[src/design/mnp_pkg.sv]
/*
  Constants shared by the melody note player: register offsets, reset
  values, bus address, timing counts and the scale divisor table.
  Assumes a 250 MHz system clock.
*/
package mnp_pkg;

  // ****************************************************************
  // Register map
  // ****************************************************************
  localparam logic [7:0] OFF_CONFIG        = 8'h00;
  localparam logic [7:0] OFF_MELODY        = 8'hF0;
  localparam logic [7:0] OFF_TONE_PIN_LO   = 8'hF8;
  localparam logic [7:0] OFF_TONE_PIN_HI   = 8'hF9;
  localparam logic [7:0] OFF_TONE_POW_LO   = 8'hFA;
  localparam logic [7:0] OFF_TONE_POW_HI   = 8'hFB;
  localparam logic [7:0] OFF_IRQ_PIN_LO    = 8'hFC;
  localparam logic [7:0] OFF_IRQ_PIN_HI    = 8'hFD;

  // Field positions and reset values
  localparam int         SHUTDOWN_BIT      = 0;
  localparam logic [7:0] RST_CONFIG        = 8'h00;
  localparam logic [7:0] RST_TONE_PIN_LO   = 8'h04;
  localparam logic       RST_TONE_PIN_HI   = 1'b0;
  localparam logic [7:0] RST_TONE_POW_LO   = 8'h00;
  localparam logic       RST_TONE_POW_HI   = 1'b1;
  localparam logic [7:0] RST_IRQ_PIN_LO    = 8'h00;
  localparam logic       RST_IRQ_PIN_HI    = 1'b0;

  // ****************************************************************
  // Serial bus and melody command
  // ****************************************************************
  localparam logic [6:0] DEV_ADDR          = 7'h3C;   // 0x78 write, 0x79 read
  localparam logic [7:0] MELODY_CLEAR      = 8'hFF;
  localparam int         NOTE_BYTES        = 4;
  localparam int         NOTE_SLOTS        = 10;
  localparam int         SCALE_COUNT       = 60;

  // ****************************************************************
  // Timing
  // ****************************************************************
  localparam int         CLK_HZ            = 250_000_000;
  localparam int         UNIT_MS           = 4;
  localparam int         UNIT_CYCLES       = CLK_HZ / 1000 * UNIT_MS;
  localparam int         TONE_CLK_HZ       = 500_000;
  localparam int         TONE_PRE_CYCLES   = CLK_HZ / TONE_CLK_HZ;

  // Tone clock divisor per scale index, lowest note first
  localparam logic [11:0] SCALE_DIV [SCALE_COUNT] = '{
    12'd2273, 12'd2145, 12'd2025, 12'd1911, 12'd1804, 12'd1703,
    12'd1607, 12'd1517, 12'd1432, 12'd1351, 12'd1276, 12'd1204,
    12'd1136, 12'd1073, 12'd1012, 12'd956,  12'd902,  12'd851,
    12'd804,  12'd758,  12'd716,  12'd676,  12'd638,  12'd602,
    12'd568,  12'd536,  12'd506,  12'd478,  12'd451,  12'd426,
    12'd402,  12'd379,  12'd358,  12'd338,  12'd319,  12'd301,
    12'd284,  12'd268,  12'd253,  12'd239,  12'd225,  12'd213,
    12'd201,  12'd190,  12'd179,  12'd169,  12'd159,  12'd150,
    12'd142,  12'd134,  12'd127,  12'd119,  12'd113,  12'd106,
    12'd100,  12'd95,   12'd89,   12'd84,   12'd80,   12'd75
  };

  // Serial slave and player states
  typedef enum logic [1:0]
  {
    BUS_IDLE = 2'b00,
    BUS_ADDR = 2'b01,
    BUS_WR   = 2'b10,
    BUS_RD   = 2'b11
  } mnp_bus_e;

  typedef enum logic [1:0]
  {
    PLY_IDLE  = 2'b00,
    PLY_TONE  = 2'b01,
    PLY_PAUSE = 2'b10
  } mnp_ply_e;

endpackage : mnp_pkg

[src/design/mnp_melody_note_player.sv]
/*
  Melody note player with its serial register port and pin routing.
  Assumes the two-wire bus pins and the touch interrupt request are
  synchronous to clock_in; the pad logic resolves the open-drain wire.
*/
`timescale 1ns/1ps

// Overview of operation
// - A note is four bytes: scale, tone, width, pause
// - Timing fields are 0..255 in 4 ms units
// - Note play time is tone plus pause
// - Scale indexes 0..59, one semitone apart
// - Tone is tone clock over per-index divisor
// - Partial note at transaction end is dropped
// - Bytes arriving while buffer full are dropped
// - Buffer holds ten complete notes
// - Writing 0xFF as the scale byte stops tone, empties buffer
// - Melody register read returns free slots
// - Host sets pointer, then reads with 0x79
// - Low tone route bits drive key pins
// - High tone route bit drives extra pin
// - Power route bits drive melody power control
// - Interrupt route bits make pins interrupt outputs
// - Shutdown bit halts playback, keeps registers
module mnp_melody_note_player #(
  parameter int UNIT_CYCLES = mnp_pkg::UNIT_CYCLES,
  parameter int TONE_PRE    = mnp_pkg::TONE_PRE_CYCLES,
  parameter int SLOTS       = mnp_pkg::NOTE_SLOTS
) (
  // Clock and reset
  input  wire logic       clock_in,
  input  wire logic       nrst_in,
  // Two-wire serial register port
  input  wire logic       scl_in,
  input  wire logic       sda_in,
  output logic            sda_out,
  output logic            sda_oe_out,
  // Interrupt request from the touch logic, active high
  input  wire logic       irq_req_in,
  // Key pins and extra pin
  output logic [7:0]      key_out,
  output logic [7:0]      key_oe_out,
  output logic            extra_out,
  output logic            extra_oe_out
);

  // ****************************************************************
  // Serial slave
  // ****************************************************************
  mnp_pkg::mnp_bus_e bus_q;
  logic [3:0]        bit_q;
  logic [7:0]        shift_q;
  logic              scl_q;
  logic              sda_q;
  logic              first_q;
  logic              sda_oe_q;
  logic [7:0]        rdata;
  logic              rise;
  logic              fall;
  logic              start;
  logic              stop;
  logic              byte_wr;
  logic              rd_load;

  // Bus conditions from the previous pin samples
  assign rise    = scl_in & ~scl_q;
  assign fall    = ~scl_in & scl_q;
  assign start   = scl_in & scl_q & sda_q & ~sda_in;
  assign stop    = scl_in & scl_q & ~sda_q & sda_in;
  assign byte_wr = fall && bit_q == 4'h7 && bus_q == mnp_pkg::BUS_WR;
  assign rd_load = fall && bit_q == 4'h8 && bus_q == mnp_pkg::BUS_RD;

  // Previous pin samples
  always_ff @(posedge clock_in)
  begin
    if (!nrst_in)
    begin
      scl_q <= 1'b1;
      sda_q <= 1'b1;
    end
    else
    begin
      scl_q <= scl_in;
      sda_q <= sda_in;
    end
  end

  // Slave sequencer; bits counted on falling clock edges, 8 is the ack slot
  always_ff @(posedge clock_in)
  begin
    if (!nrst_in)
    begin
      bus_q    <= mnp_pkg::BUS_IDLE;
      bit_q    <= 4'h0;
      shift_q  <= 8'h00;
      sda_oe_q <= 1'b0;
      first_q  <= 1'b0;
    end
    else if (start)
    begin
      bus_q    <= mnp_pkg::BUS_ADDR;
      bit_q    <= 4'hF;                        // Clock fall after start is no bit
      sda_oe_q <= 1'b0;
      first_q  <= 1'b1;
    end
    else if (stop)
    begin
      bus_q    <= mnp_pkg::BUS_IDLE;
      sda_oe_q <= 1'b0;
    end
    else if (bus_q != mnp_pkg::BUS_IDLE)
    begin
      if (rise && bit_q < 4'h8 && bus_q != mnp_pkg::BUS_RD)
        shift_q <= {shift_q[6:0], sda_in};
      else if (rise && bit_q == 4'h8 && bus_q == mnp_pkg::BUS_RD && sda_in)
      begin
        bus_q <= mnp_pkg::BUS_IDLE;            // Master nack ends the read
      end
      if (fall)
      begin
        if (bit_q == 4'h7)
        begin
          bit_q <= 4'h8;
          if (bus_q == mnp_pkg::BUS_ADDR)
          begin
            // Only our address is acknowledged; others leave the bus alone
            if (shift_q[7:1] == mnp_pkg::DEV_ADDR)
            begin
              sda_oe_q <= 1'b1;
              bus_q    <= shift_q[0] ? mnp_pkg::BUS_RD : mnp_pkg::BUS_WR;
            end
            else
              bus_q <= mnp_pkg::BUS_IDLE;
          end
          else if (bus_q == mnp_pkg::BUS_WR)
          begin
            sda_oe_q <= 1'b1;
            first_q  <= 1'b0;
          end
          else
            sda_oe_q <= 1'b0;                  // Release for master ack
        end
        else if (bit_q == 4'h8)
        begin
          bit_q <= 4'h0;
          if (bus_q == mnp_pkg::BUS_RD)
          begin
            shift_q  <= rdata;
            sda_oe_q <= ~rdata[7];
          end
          else
            sda_oe_q <= 1'b0;
        end
        else
        begin
          bit_q <= bit_q + 4'h1;
          if (bus_q == mnp_pkg::BUS_RD)
          begin
            shift_q  <= {shift_q[6:0], 1'b0};
            sda_oe_q <= ~shift_q[6];
          end
        end
      end
    end
  end

  // ****************************************************************
  // Registers
  // ****************************************************************
  logic [7:0] ptr_q;
  logic [7:0] config_q;
  logic [7:0] tone_pin_lo_q;
  logic       tone_pin_hi_q;
  logic [7:0] tone_pow_lo_q;
  logic       tone_pow_hi_q;
  logic [7:0] irq_pin_lo_q;
  logic       irq_pin_hi_q;
  logic       mel_wr;
  logic       shutdown;
  logic [3:0] cnt_q;

  assign mel_wr   = byte_wr && !first_q && ptr_q == mnp_pkg::OFF_MELODY;
  assign shutdown = config_q[mnp_pkg::SHUTDOWN_BIT];

  // Pointer and plain registers; the melody port does not auto-increment
  always_ff @(posedge clock_in)
  begin
    if (!nrst_in)
    begin
      ptr_q         <= 8'h00;
      config_q      <= mnp_pkg::RST_CONFIG;
      tone_pin_lo_q <= mnp_pkg::RST_TONE_PIN_LO;
      tone_pin_hi_q <= mnp_pkg::RST_TONE_PIN_HI;
      tone_pow_lo_q <= mnp_pkg::RST_TONE_POW_LO;
      tone_pow_hi_q <= mnp_pkg::RST_TONE_POW_HI;
      irq_pin_lo_q  <= mnp_pkg::RST_IRQ_PIN_LO;
      irq_pin_hi_q  <= mnp_pkg::RST_IRQ_PIN_HI;
    end
    else if (byte_wr && first_q)
      ptr_q <= shift_q;
    else if (byte_wr || rd_load)
    begin
      if (ptr_q != mnp_pkg::OFF_MELODY)
        ptr_q <= ptr_q + 8'h01;
      if (byte_wr)
      begin
        case (ptr_q)
          mnp_pkg::OFF_CONFIG:      config_q      <= shift_q;
          mnp_pkg::OFF_TONE_PIN_LO: tone_pin_lo_q <= shift_q;
          mnp_pkg::OFF_TONE_PIN_HI: tone_pin_hi_q <= shift_q[0];
          mnp_pkg::OFF_TONE_POW_LO: tone_pow_lo_q <= shift_q;
          mnp_pkg::OFF_TONE_POW_HI: tone_pow_hi_q <= shift_q[0];
          mnp_pkg::OFF_IRQ_PIN_LO:  irq_pin_lo_q  <= shift_q;
          mnp_pkg::OFF_IRQ_PIN_HI:  irq_pin_hi_q  <= shift_q[0];
          default:                  ;
        endcase
      end
    end
  end

  // Read data; unmapped offsets read zero
  always_comb
  begin
    case (ptr_q)
      mnp_pkg::OFF_CONFIG:      rdata = config_q;
      mnp_pkg::OFF_MELODY:      rdata = 8'(SLOTS) - {4'h0, cnt_q};
      mnp_pkg::OFF_TONE_PIN_LO: rdata = tone_pin_lo_q;
      mnp_pkg::OFF_TONE_PIN_HI: rdata = {7'h00, tone_pin_hi_q};
      mnp_pkg::OFF_TONE_POW_LO: rdata = tone_pow_lo_q;
      mnp_pkg::OFF_TONE_POW_HI: rdata = {7'h00, tone_pow_hi_q};
      mnp_pkg::OFF_IRQ_PIN_LO:  rdata = irq_pin_lo_q;
      mnp_pkg::OFF_IRQ_PIN_HI:  rdata = {7'h00, irq_pin_hi_q};
      default:                  rdata = 8'h00;
    endcase
  end

  // ****************************************************************
  // Note assembly and buffer
  // ****************************************************************
  logic [1:0]  idx_q;
  logic [23:0] part_q;
  logic [31:0] mem_q [SLOTS];
  logic [3:0]  wp_q;
  logic [3:0]  rp_q;
  logic        clear;
  logic        push;
  logic        pop;

  // 0xFF only counts as a command in the scale byte position
  assign clear = mel_wr && idx_q == 2'd0 && shift_q == mnp_pkg::MELODY_CLEAR;
  assign push  = mel_wr && idx_q == 2'd3 && cnt_q < 4'(SLOTS);

  // Byte position within the note; any new transaction drops a partial note
  always_ff @(posedge clock_in)
  begin
    if (!nrst_in)
    begin
      idx_q  <= 2'd0;
      part_q <= 24'h00_0000;
    end
    else if (start || stop)
      idx_q <= 2'd0;
    else if (mel_wr && !clear)
    begin
      idx_q  <= idx_q + 2'd1;
      part_q <= {part_q[15:0], shift_q};
    end
  end

  // Circular note store
  always_ff @(posedge clock_in)
  begin
    if (push)
      mem_q[wp_q] <= {part_q, shift_q};
  end

  // Pointers and fill count
  always_ff @(posedge clock_in)
  begin
    if (!nrst_in || clear)
    begin
      wp_q  <= 4'h0;
      rp_q  <= 4'h0;
      cnt_q <= 4'h0;
    end
    else
    begin
      if (push)
        wp_q <= (wp_q == 4'(SLOTS - 1)) ? 4'h0 : wp_q + 4'h1;
      if (pop)
        rp_q <= (rp_q == 4'(SLOTS - 1)) ? 4'h0 : rp_q + 4'h1;
      if (push && !pop)
        cnt_q <= cnt_q + 4'h1;
      else if (pop && !push)
        cnt_q <= cnt_q - 4'h1;
    end
  end

  // ****************************************************************
  // Player
  // ****************************************************************
  mnp_pkg::mnp_ply_e ply_q;
  logic [31:0]       note_q;
  logic [19:0]       unit_q;
  logic [7:0]        time_q;
  logic [8:0]        pre_q;
  logic [11:0]       half_q;
  logic [11:0]       div;
  logic              tone_q;
  logic              pow_q;
  logic              unit_end;
  logic              tick;

  assign pop      = ply_q == mnp_pkg::PLY_IDLE && cnt_q != 4'h0 && !shutdown && !clear;
  assign unit_end = unit_q == 20'(UNIT_CYCLES - 1);
  assign tick     = pre_q == 9'(TONE_PRE - 1);
  // Out-of-range scale indexes play as a rest
  assign div      = (note_q[31:24] < 8'(mnp_pkg::SCALE_COUNT)) ?
                    mnp_pkg::SCALE_DIV[note_q[29:24]] : 12'h000;

  // Note sequencer; shutdown freezes it where it stands
  always_ff @(posedge clock_in)
  begin
    if (!nrst_in || clear)
    begin
      ply_q  <= mnp_pkg::PLY_IDLE;
      note_q <= 32'h0000_0000;
      unit_q <= 20'h0_0000;
      time_q <= 8'h00;
    end
    else if (!shutdown)
    begin
      unit_q <= unit_end ? 20'h0_0000 : unit_q + 20'h0_0001;
      case (ply_q)
        mnp_pkg::PLY_IDLE:
        begin
          if (pop)
          begin
            note_q <= mem_q[rp_q];
            ply_q  <= mnp_pkg::PLY_TONE;
            unit_q <= 20'h0_0000;
            time_q <= 8'h00;
          end
        end
        mnp_pkg::PLY_TONE:
        begin
          if (time_q == note_q[23:16])
          begin
            ply_q  <= mnp_pkg::PLY_PAUSE;
            time_q <= 8'h00;
          end
          else if (unit_end)
            time_q <= time_q + 8'h01;
        end
        mnp_pkg::PLY_PAUSE:
        begin
          if (time_q == note_q[7:0])
            ply_q <= mnp_pkg::PLY_IDLE;
          else if (unit_end)
            time_q <= time_q + 8'h01;
        end
        default: ply_q <= mnp_pkg::PLY_IDLE;
      endcase
    end
  end

  // Tone clock prescaler and square wave at tone clock over divisor
  always_ff @(posedge clock_in)
  begin
    if (!nrst_in || ply_q != mnp_pkg::PLY_TONE || shutdown)
    begin
      pre_q  <= 9'h000;
      half_q <= 12'h000;
      tone_q <= 1'b0;
    end
    else
    begin
      pre_q <= tick ? 9'h000 : pre_q + 9'h001;
      if (tick)
        half_q <= (half_q >= div - 12'h001) ? 12'h000 : half_q + 12'h001;
      tone_q <= div != 12'h000 && half_q < {1'b0, div[11:1]};
    end
  end

  // Power stays on through the tone and for the width time after it
  always_ff @(posedge clock_in)
  begin
    if (!nrst_in || clear || shutdown)
      pow_q <= 1'b0;
    else
      pow_q <= ply_q == mnp_pkg::PLY_TONE ||
               (ply_q == mnp_pkg::PLY_PAUSE && time_q < note_q[15:8]);
  end

  // ****************************************************************
  // Pin routing; tone beats power beats interrupt on a shared pin
  // ****************************************************************
  logic [8:0] r_tone;
  logic [8:0] r_pow;
  logic [8:0] r_irq;
  logic [8:0] pin_q;
  logic [8:0] pin_oe_q;

  assign r_tone = {tone_pin_hi_q, tone_pin_lo_q};
  assign r_pow  = {tone_pow_hi_q, tone_pow_lo_q};
  assign r_irq  = {irq_pin_hi_q, irq_pin_lo_q};

  always_ff @(posedge clock_in)
  begin
    if (!nrst_in)
    begin
      pin_q    <= 9'h000;
      pin_oe_q <= 9'h000;
    end
    else
    begin
      for (int i = 0; i < 9; i++)
      begin
        if (r_tone[i])
        begin
          pin_q[i]    <= tone_q;
          pin_oe_q[i] <= 1'b1;
        end
        else if (r_pow[i])
        begin
          pin_q[i]    <= pow_q;
          pin_oe_q[i] <= 1'b1;
        end
        else
        begin
          pin_q[i]    <= 1'b0;                 // Open drain, active low
          pin_oe_q[i] <= r_irq[i] & irq_req_in;
        end
      end
    end
  end

  assign key_out      = pin_q[7:0];
  assign key_oe_out   = pin_oe_q[7:0];
  assign extra_out    = pin_q[8];
  assign extra_oe_out = pin_oe_q[8];
  assign sda_out      = 1'b0;                  // Open drain only pulls low
  assign sda_oe_out   = sda_oe_q;

endmodule : mnp_melody_note_player

[config.mk]
export PLATFORM = sky130hd
export DESIGN_NAME = mnp_melody_note_player
export DESIGN_NICKNAME = d
export VERILOG_FILES = /design/src/design/mnp_pkg.sv /design/src/design/mnp_melody_note_player.sv
export SDC_FILE = /design/constraint.sdc
export NUM_CORES = 1
export LEC_CHECK = 0
export ABC_AREA = 0
export BUFFER_PORTS_ARGS = -buffer_cell sky130_fd_sc_hd__buf_2
export CAP_MARGIN = 40
export CORE_ASPECT_RATIO = 0.9
export CORE_MARGIN = 2
export CORE_UTILIZATION = 50
export CTS_BUF_LIST = sky130_fd_sc_hd__clkbuf_8 sky130_fd_sc_hd__clkbuf_16
export DETAILED_ROUTE_END_ITERATION = 10
export GPL_TIMING_DRIVEN = 0
export PLACE_DENSITY_LB_ADDON = 0.25
export SYNTH_ARGS = -nofsm -noshare
export SYNTH_HDL_FRONTEND = slang
export SYNTH_SLANG_ARGS = --single-unit
[constraint.sdc]
create_clock -name clock_in -period 11.2 [get_ports clock_in]
set_clock_uncertainty 0.05 [all_clocks]
set_input_delay 2.24 -clock clock_in [delete_from_list [all_inputs] [get_ports clock_in]]
set_output_delay 2.24 -clock clock_in [all_outputs]
set_load 0.02 [all_outputs]
Word-level counts from Yosys, hierarchy flattened
Memory sizes are Yosys's and may differ from the RTL's. A register that Yosys moved wholly into a read port is not among the register bits.
Index checks and enable logic that the tools add are counted.
W data, S select, Z words.
{"block": "word_totals", "ramBits": 320, "rom_bits": 768, "memories": 2, "elab_cells": 284, "reg_bits": 170}
{"name": "(name not given)", "depth": 64, "word_bits": 12, "read_ports": 1, "rd_ports_with_merged_regs": 0, "wr": 0, "line_no": "mnp_melody_note_player.sv:319", "source": "mnp_pkg::SCALE_DIV[note_q[29:24]] : 12'h000;"}
{"name": "mem_q", "depth": 10, "word_bits": 32, "read_ports": 1, "rd_ports_with_merged_regs": 1, "wr": 1, "line_no": "mnp_melody_note_player.sv:242", "source": "logic [31:0] mem_q [SLOTS];"}
{"block": "classes", "muxes": 98, "n_eq_ne": 33, "addsub": 13, "reduce_logical": 72, "n_lt_le_gt_ge": 7, "n_bitwise": 29}
{"cell": "$mux W8", "n": 13}
{"cell": "$eq A8 B8 Y1 const B", "n": 8}
{"cell": "$pmux W8 S8", "n": 1}
{"cell": "$mux W20", "n": 3}
{"cell": "$mux W1", "n": 56}
{"cell": "$mux W12", "n": 4}
{"cell": "$mux W4", "n": 10}
{"cell": "$reduce_and A4 Y1", "n": 10}
{"cell": "$logic_and A1 B1 Y1", "n": 24}
{"cell": "$pmux W8 S3", "n": 1}
{"cell": "$add A20 B1 Y20 const B", "n": 1}
{"cell": "$eq A20 B20 Y1 const B", "n": 1}
{"cell": "$mux W2", "n": 9}
{"cell": "$add A4 B1 Y4 const B", "n": 4}
{"cell": "$add A8 B1 Y8 const B", "n": 2}
{"cell": "$and A1 B1 Y1", "n": 16}
{"cell": "$eq A8 B8 Y1", "n": 2}
{"cell": "$reduce_bool A2 Y1", "n": 8}
{"cell": "$ne A2 B2 Y1 const B", "n": 7}
{"cell": "$add A12 B1 Y12 const B", "n": 1}
{"cell": "$eq A4 B4 Y1 const B", "n": 3}
{"cell": "$ge A12 B12 Y1", "n": 1}
{"cell": "$lt A12 B11 Y1", "n": 1}
{"cell": "$not A1 Y1", "n": 12}
{"cell": "31 further kinds", "n": 54}

Longest topological paths before layout
{"block": "depth", "word_depth": 13, "mapped_depth": 21, "depth_no_buf": 19}

Worst setup path after synthesis
OpenSTA, ideal clock, no wires.
{"block": "synth_timing", "path_type": "input to register", "startpoint": "input port scl_in", "endpoint": "memory mem_q[0][0] (enable)", "setup_slack_ps": 4049, "arrival_ps": 6588, "required_ps": 10637, "stages": 5, "path_cell_list": "or3b_1 > nor4_4 > nand3_1 > nor2_1 > nor4b_1"}
{"block": "synth_via", "elab_chain_cells": 10}
{"item": "start: declaration", "line_no": "mnp_melody_note_player.sv:34", "source": "input wire logic scl_in,"}
{"item": "$not A1 Y1", "line_no": "mnp_melody_note_player.sv:67", "source": "assign fall = ~scl_in & scl_q;"}
{"item": "$and A1 B1 Y1", "line_no": "mnp_melody_note_player.sv:67"}
{"item": "$logic_and A1 B1 Y1 (2 in a row)", "line_no": "mnp_melody_note_player.sv:70", "source": "assign byte_wr = fall && bit_q == 4'h7 && bus_q == mnp_pkg::BUS_WR;"}
{"item": "$logic_and A1 B1 Y1 (2 in a row)", "line_no": "mnp_melody_note_player.sv:182", "source": "assign mel_wr = byte_wr && !first_q && ptr_q == mnp_pkg::OFF_MELODY;"}
{"item": "$logic_and A1 B1 Y1 (2 in a row)", "line_no": "mnp_melody_note_player.sv:251", "source": "assign push = mel_wr && idx_q == 2'd3 && cnt_q < 4'(SLOTS);"}
{"item": "$mux W1", "line_no": "mnp_melody_note_player.sv:273", "source": "if (push)"}
{"item": "$mux W1 (implied by the code)", "line_no": "mnp_melody_note_player.sv:274", "source": "mem_q[wp_q] <= {part_q, shift_q};"}
{"item": "end: declaration", "line_no": "mnp_melody_note_player.sv:242"}
Every way passes these cells.

Final worst setup path
{"block": "layout_timing", "startpoint": "register note_q[25] (read register of mem_q)", "endpoint": "register half_q[4]"}
{"block": "layout_via", "elab_chain_cells": 8, "elab_cells_between_ends": 9, "cone_classes": "1 x add/sub; 2 x order compare; 4 x mux; 1 x bitwise; 1 x memory"}
{"item": "start: declaration", "line_no": "mnp_melody_note_player.sv:303", "source": "logic [31:0] note_q;"}
{"item": "$not A6 Y7 (implied by the code)", "line_no": "mnp_melody_note_player.sv:319"}
{"item": "$mem_v2 Z64 W12"}
{"item": "$mux W12 (implied by the code) (2 in a row)", "line_no": "mnp_melody_note_player.sv:319"}
{"item": "$mux W12 *", "line_no": "mnp_melody_note_player.sv:318", "source": "assign div = (note_q[31:24] < 8'(mnp_pkg::SCALE_COUNT)) ?"}
{"item": "$sub A12 B1 Y12 *", "line_no": "mnp_melody_note_player.sv:380", "source": "half_q <= (half_q >= div - 12'h001) ? 12'h000 : half_q + 12'h001;"}
{"item": "$ge A12 B12 Y1 *", "line_no": "mnp_melody_note_player.sv:380"}
{"item": "$mux W12 *", "line_no": "mnp_melody_note_player.sv:380"}
{"item": "end signal: assignment", "line_no": "mnp_melody_note_player.sv:380"}
{"item": "end: declaration", "line_no": "mnp_melody_note_player.sv:307", "source": "logic [11:0] half_q;"}
Mark *: on every way between the ends. The rest lies on a longest branch, timed or not. The select of a mux whose other input is x is not followed.
A chain may end at the register's enable or synchronous reset.

==> impl_metrics.json <==
{
  "cts_setup_buffers": 0,
  "synth-edff-count": 320,
  "grt_pass1_wl_mm": 92.4,
  "yosys.cell_count.top_type": "edfxtp_1",
  "drc": 0,
  "syn_to_final_growth_pct": 12.6,
  "async_flop_share_pct": 0,
  "start_kind": "flip-flop",
  "rows": 75,
  "cp_max_fo": 10,
  "synth_area_um2": 23700,
  "drive_gt1_share_pct": 12.9,
  "clkTransAtPathRegs_ns": 0.06,
  "p_clk_share_pct": 37.2,
  "fmax_mhz": 180,
  "critPathRequiredTime_ns": 11.60,
  "fin_nets": 2150,
  "cts_tree": "built",
  "yosys.area.top_type": "edfxtp_1",
  "grt_max_degree": 20,
  "antenna_found_initial": 0,
  "avgSynthCellArea_um2": 12.1,
  "dieWidth_um": 233,
  "die-area_um2": 49100,
  "combPwrFrac_pct": 16.0,
  "cp_slowest_cell": "dfxtp_1",
  "hp-class": "reg -> reg",
  "clock-sinks": 522,
  "grt_pass1_vias": 15700,
  "cts_buffer_depth": 3,
  "synth_top_cells_by_count": "320 x edfxtp_1, 202 x dfxtp_1, 154 x nor2_1, 152 x nand2_1, 91 x clkbuf_1",
  "ys.flop_type": "edfxtp_1",
  "cts-resized-gates": 0,
  "p_sw_mw": 1.26,
  "viasPerCell": 5.94,
  "hold_ws_ns": 0.420,
  "dp_hpwl_mm": 42.9,
  "critical_path_class": "reg -> reg",
  "start_util_pct": 50.7,
  "drt_iter0_markers": 1629,
  "io_buffers": 22,
  "crit_buf_inv": 4,
  "synth_warnings": 0,
  "critical_path_arrival_ns": 5.97,
  "worstSkewPairLatency_ns": 0.63,
  "seqPwrFrac_pct": 46.8,
  "worstMarginPinSlew_ns": 0.915,
  "fin_crit_sh_pct": 49.7,
  "fin_crit_ns": 5.57,
  "n_antenna_cell": 0,
  "hold_viol_final": 0,
  "core_area_um2": 46700,
  "slew_headroom_pct": 38.9,
  "setup_violations": 0,
  "finalNonFillerCells": 2735,
  "maxCapViolCount": 0,
  "h-tree-depth": 2,
  "cp_cell_sequence": "clkbuf_1 -> inv_1 -> ha_1 -> clkbuf_1 -> mux4_2 -> o22ai_1 -> o22ai_1 -> nor3_1 -> nand2_1 -> xnor2_1 -> ha_1 -> nand4_1 -> o31ai_1 -> a31oi_1 -> o211ai_1 -> clkbuf_1 -> nor2_1",
  "fin_util_pct": 57.0,
  "syn_inst": 1957,
  "end_kind": "flip-flop",
  "ir_worst_vdd_v": 0.000144,
  "grt_use_total_pct": 24.7,
  "crit_path_max_incr_delay_ns": 0.58,
  "p_int_mw": 3.22,
  "ys_top_cells_by_area": "edfxtp_1 41%, dfxtp_1 17%, mux4_2 6.3%, ha_1 3.6%, mux2i_1 2.7%",
  "switching_share_pct": 28.1,
  "cellPowerDensity_nw_per_um2": 168,
  "wirelength_mm": 60.4,
  "hold_buffers": 0,
  "leakagePower_nw": 9.82,
  "cts_buffers": 51,
  "dp.cells": 2639,
  "synth_top_area_share_pct": 40.6,
  "grt_overflow": 0,
  "fin_tns_setup_ns": 0,
  "cp_common_cell": "clkbuf_1",
  "place_congestion": 0.916,
  "num_vias": 16300,
  "status": "complete, no violations",
  "ant_nets": 0,
  "grt_setup_unrepaired": "false",
  "yosysSeqAreaShare_pct": 57.7,
  "die_h_um": 210,
  "synth.distinct_cells": 94,
  "wire_per_inst_um": 22.1,
  "cts_root_buf": "clkbuf_16",
  "critical-path-top-delay-family": "buffers and inverters",
  "drt_first_pass_iters": 5,
  "ys_ff_latch": 522,
  "syn-num-nets": 2031,
  "io_pins": 25,
  "slew_violations": 0
}
worst reg2reg max path: cells and delay by family, from the launching register on:
family	cells	cell delay [ns]
muxes	1	0.56
adders and majority gates	2	0.62
xor gates and xnor gates	1	0.15
and+or+nand+nor	4	0.86
AOI/OAI and AO/OA	5	1.19
buffers and inverters	4	1.42
DFF	1	0.58
power groups by stage:
stage,registers (mW),logic [mW],clock network (mW)
final,2.10,0.719,1.67
after global routing,2.10,0.778,1.77
after CTS,2.10,0.717,1.69
after detailed placement,2.14,0.714,0
after global placement,2.13,0.692,0
after floorplan,2.12,0.514,0
flip-flops by register name, indices dropped and copies added, names as in the netlist, 4 cells and up:
signal,flops
mem_q,320
note_q,32
part_q,24
unit_q,20
half_q,12
pin_oe_q,9
pin_q,9
pre_q,9
config_q,8
irq_pin_lo_q,8
ptr_q,8
shift_q,8
time_q,8
tone_pin_lo_q,8
tone_pow_lo_q,8
bit_q,4
cnt_q,4
rp_q,4
wp_q,4
layout by cell type (no fill, tap or decap), types with 8 or more instances in the layout:
cell	n
xnor2_1	28
ha_1	68
buf_4	35
or3_1	8
and3_1	9
edfxtp_1	320
nor2_1	152
nor4_1	8
o21a_1	9
xor2_1	38
nand2b_1	20
nor2b_1	86
buf_2	39
and2_1	23
a21o_1	11
clkbuf_16	51
mux2i_1	64
nor3_1	30
a21oi_1	84
nand4_1	19
buf_1	11
a31oi_1	8
buf_6	11
mux4_2	66
a21boi_1	13
a21boi_0	23
a211oi_1	81
dfxtp_1	202
inv_1	54
o21ai_0	58
clkbuf_1	91
clkinv_2	13
nand2_1	152
nand3_1	48
a22oi_1	14
per-stage QoR:
step / total power, mW / cell area (µm²) / setup WS, ns
2_1_floorplan: 2.63 / 23700 / 4.05
3_3_place_gp: 2.83 / 24600 / 0.00405
3_5_place_dp: 2.85 / 25000 / 5.67
4_1_cts: 4.50 / 26700 / 5.74
5_1_grt: 4.65 / 26700 / 5.41
6_report: 4.49 / 26700 / 5.63
path summary, 6_finish.rpt:
check                          start                     end  slack, ns  cells after the start
max reg2reg  note_q[25]$_SDFFE_PP0P_  half_q[4]$_SDFFE_PP0P_       5.63                     17
max          note_q[25]$_SDFFE_PP0P_  half_q[4]$_SDFFE_PP0P_       5.63                     17
min              pre_q[0]$_SDFF_PP0_     pre_q[0]$_SDFF_PP0_       0.42                      1
min reg2reg      pre_q[0]$_SDFF_PP0_     pre_q[0]$_SDFF_PP0_       0.42                      1
layer usage:
layer / GRT usage [%] / vias up / share of wire [%]
li1: - / 7535 / -
met1: 35.6 / 8057 / 45
met2: 38.5 / 561 / 46
met3: 3.91 / 101 / 6.7
met4: 7.90 / 0 / 2.6
met5: 0 / - / 0
cell families (layout without fill, tap and decap cells):
logic type | Yosys count | in the layout | share of synthesized area (%)
simple gates | 600 | 600 | 12.7
flops | 522 | 522 | 57.7
compound gates | 393 | 393 | 11.5
buf+inv | 174 | 336 | 3.02
mux | 132 | 132 | 9.08
fa+ha+maj | 69 | 69 | 3.68
xor+xnor | 66 | 66 | 2.44
other cells | 1 | 1 | 0.0158
final cells by class:
class                   instances  area (µm²)
flip-flops and latches        522       13700
multi-input cells            1261        9380
clock inverters                39         284
fillers                      3858       20100
repair buffers                 66         504
inverters                      49         184
plain buffers                 125         531
clock buffers                  57        1360
well taps                     616         771
No activity file was read; power rests on OpenSTA's default activity.
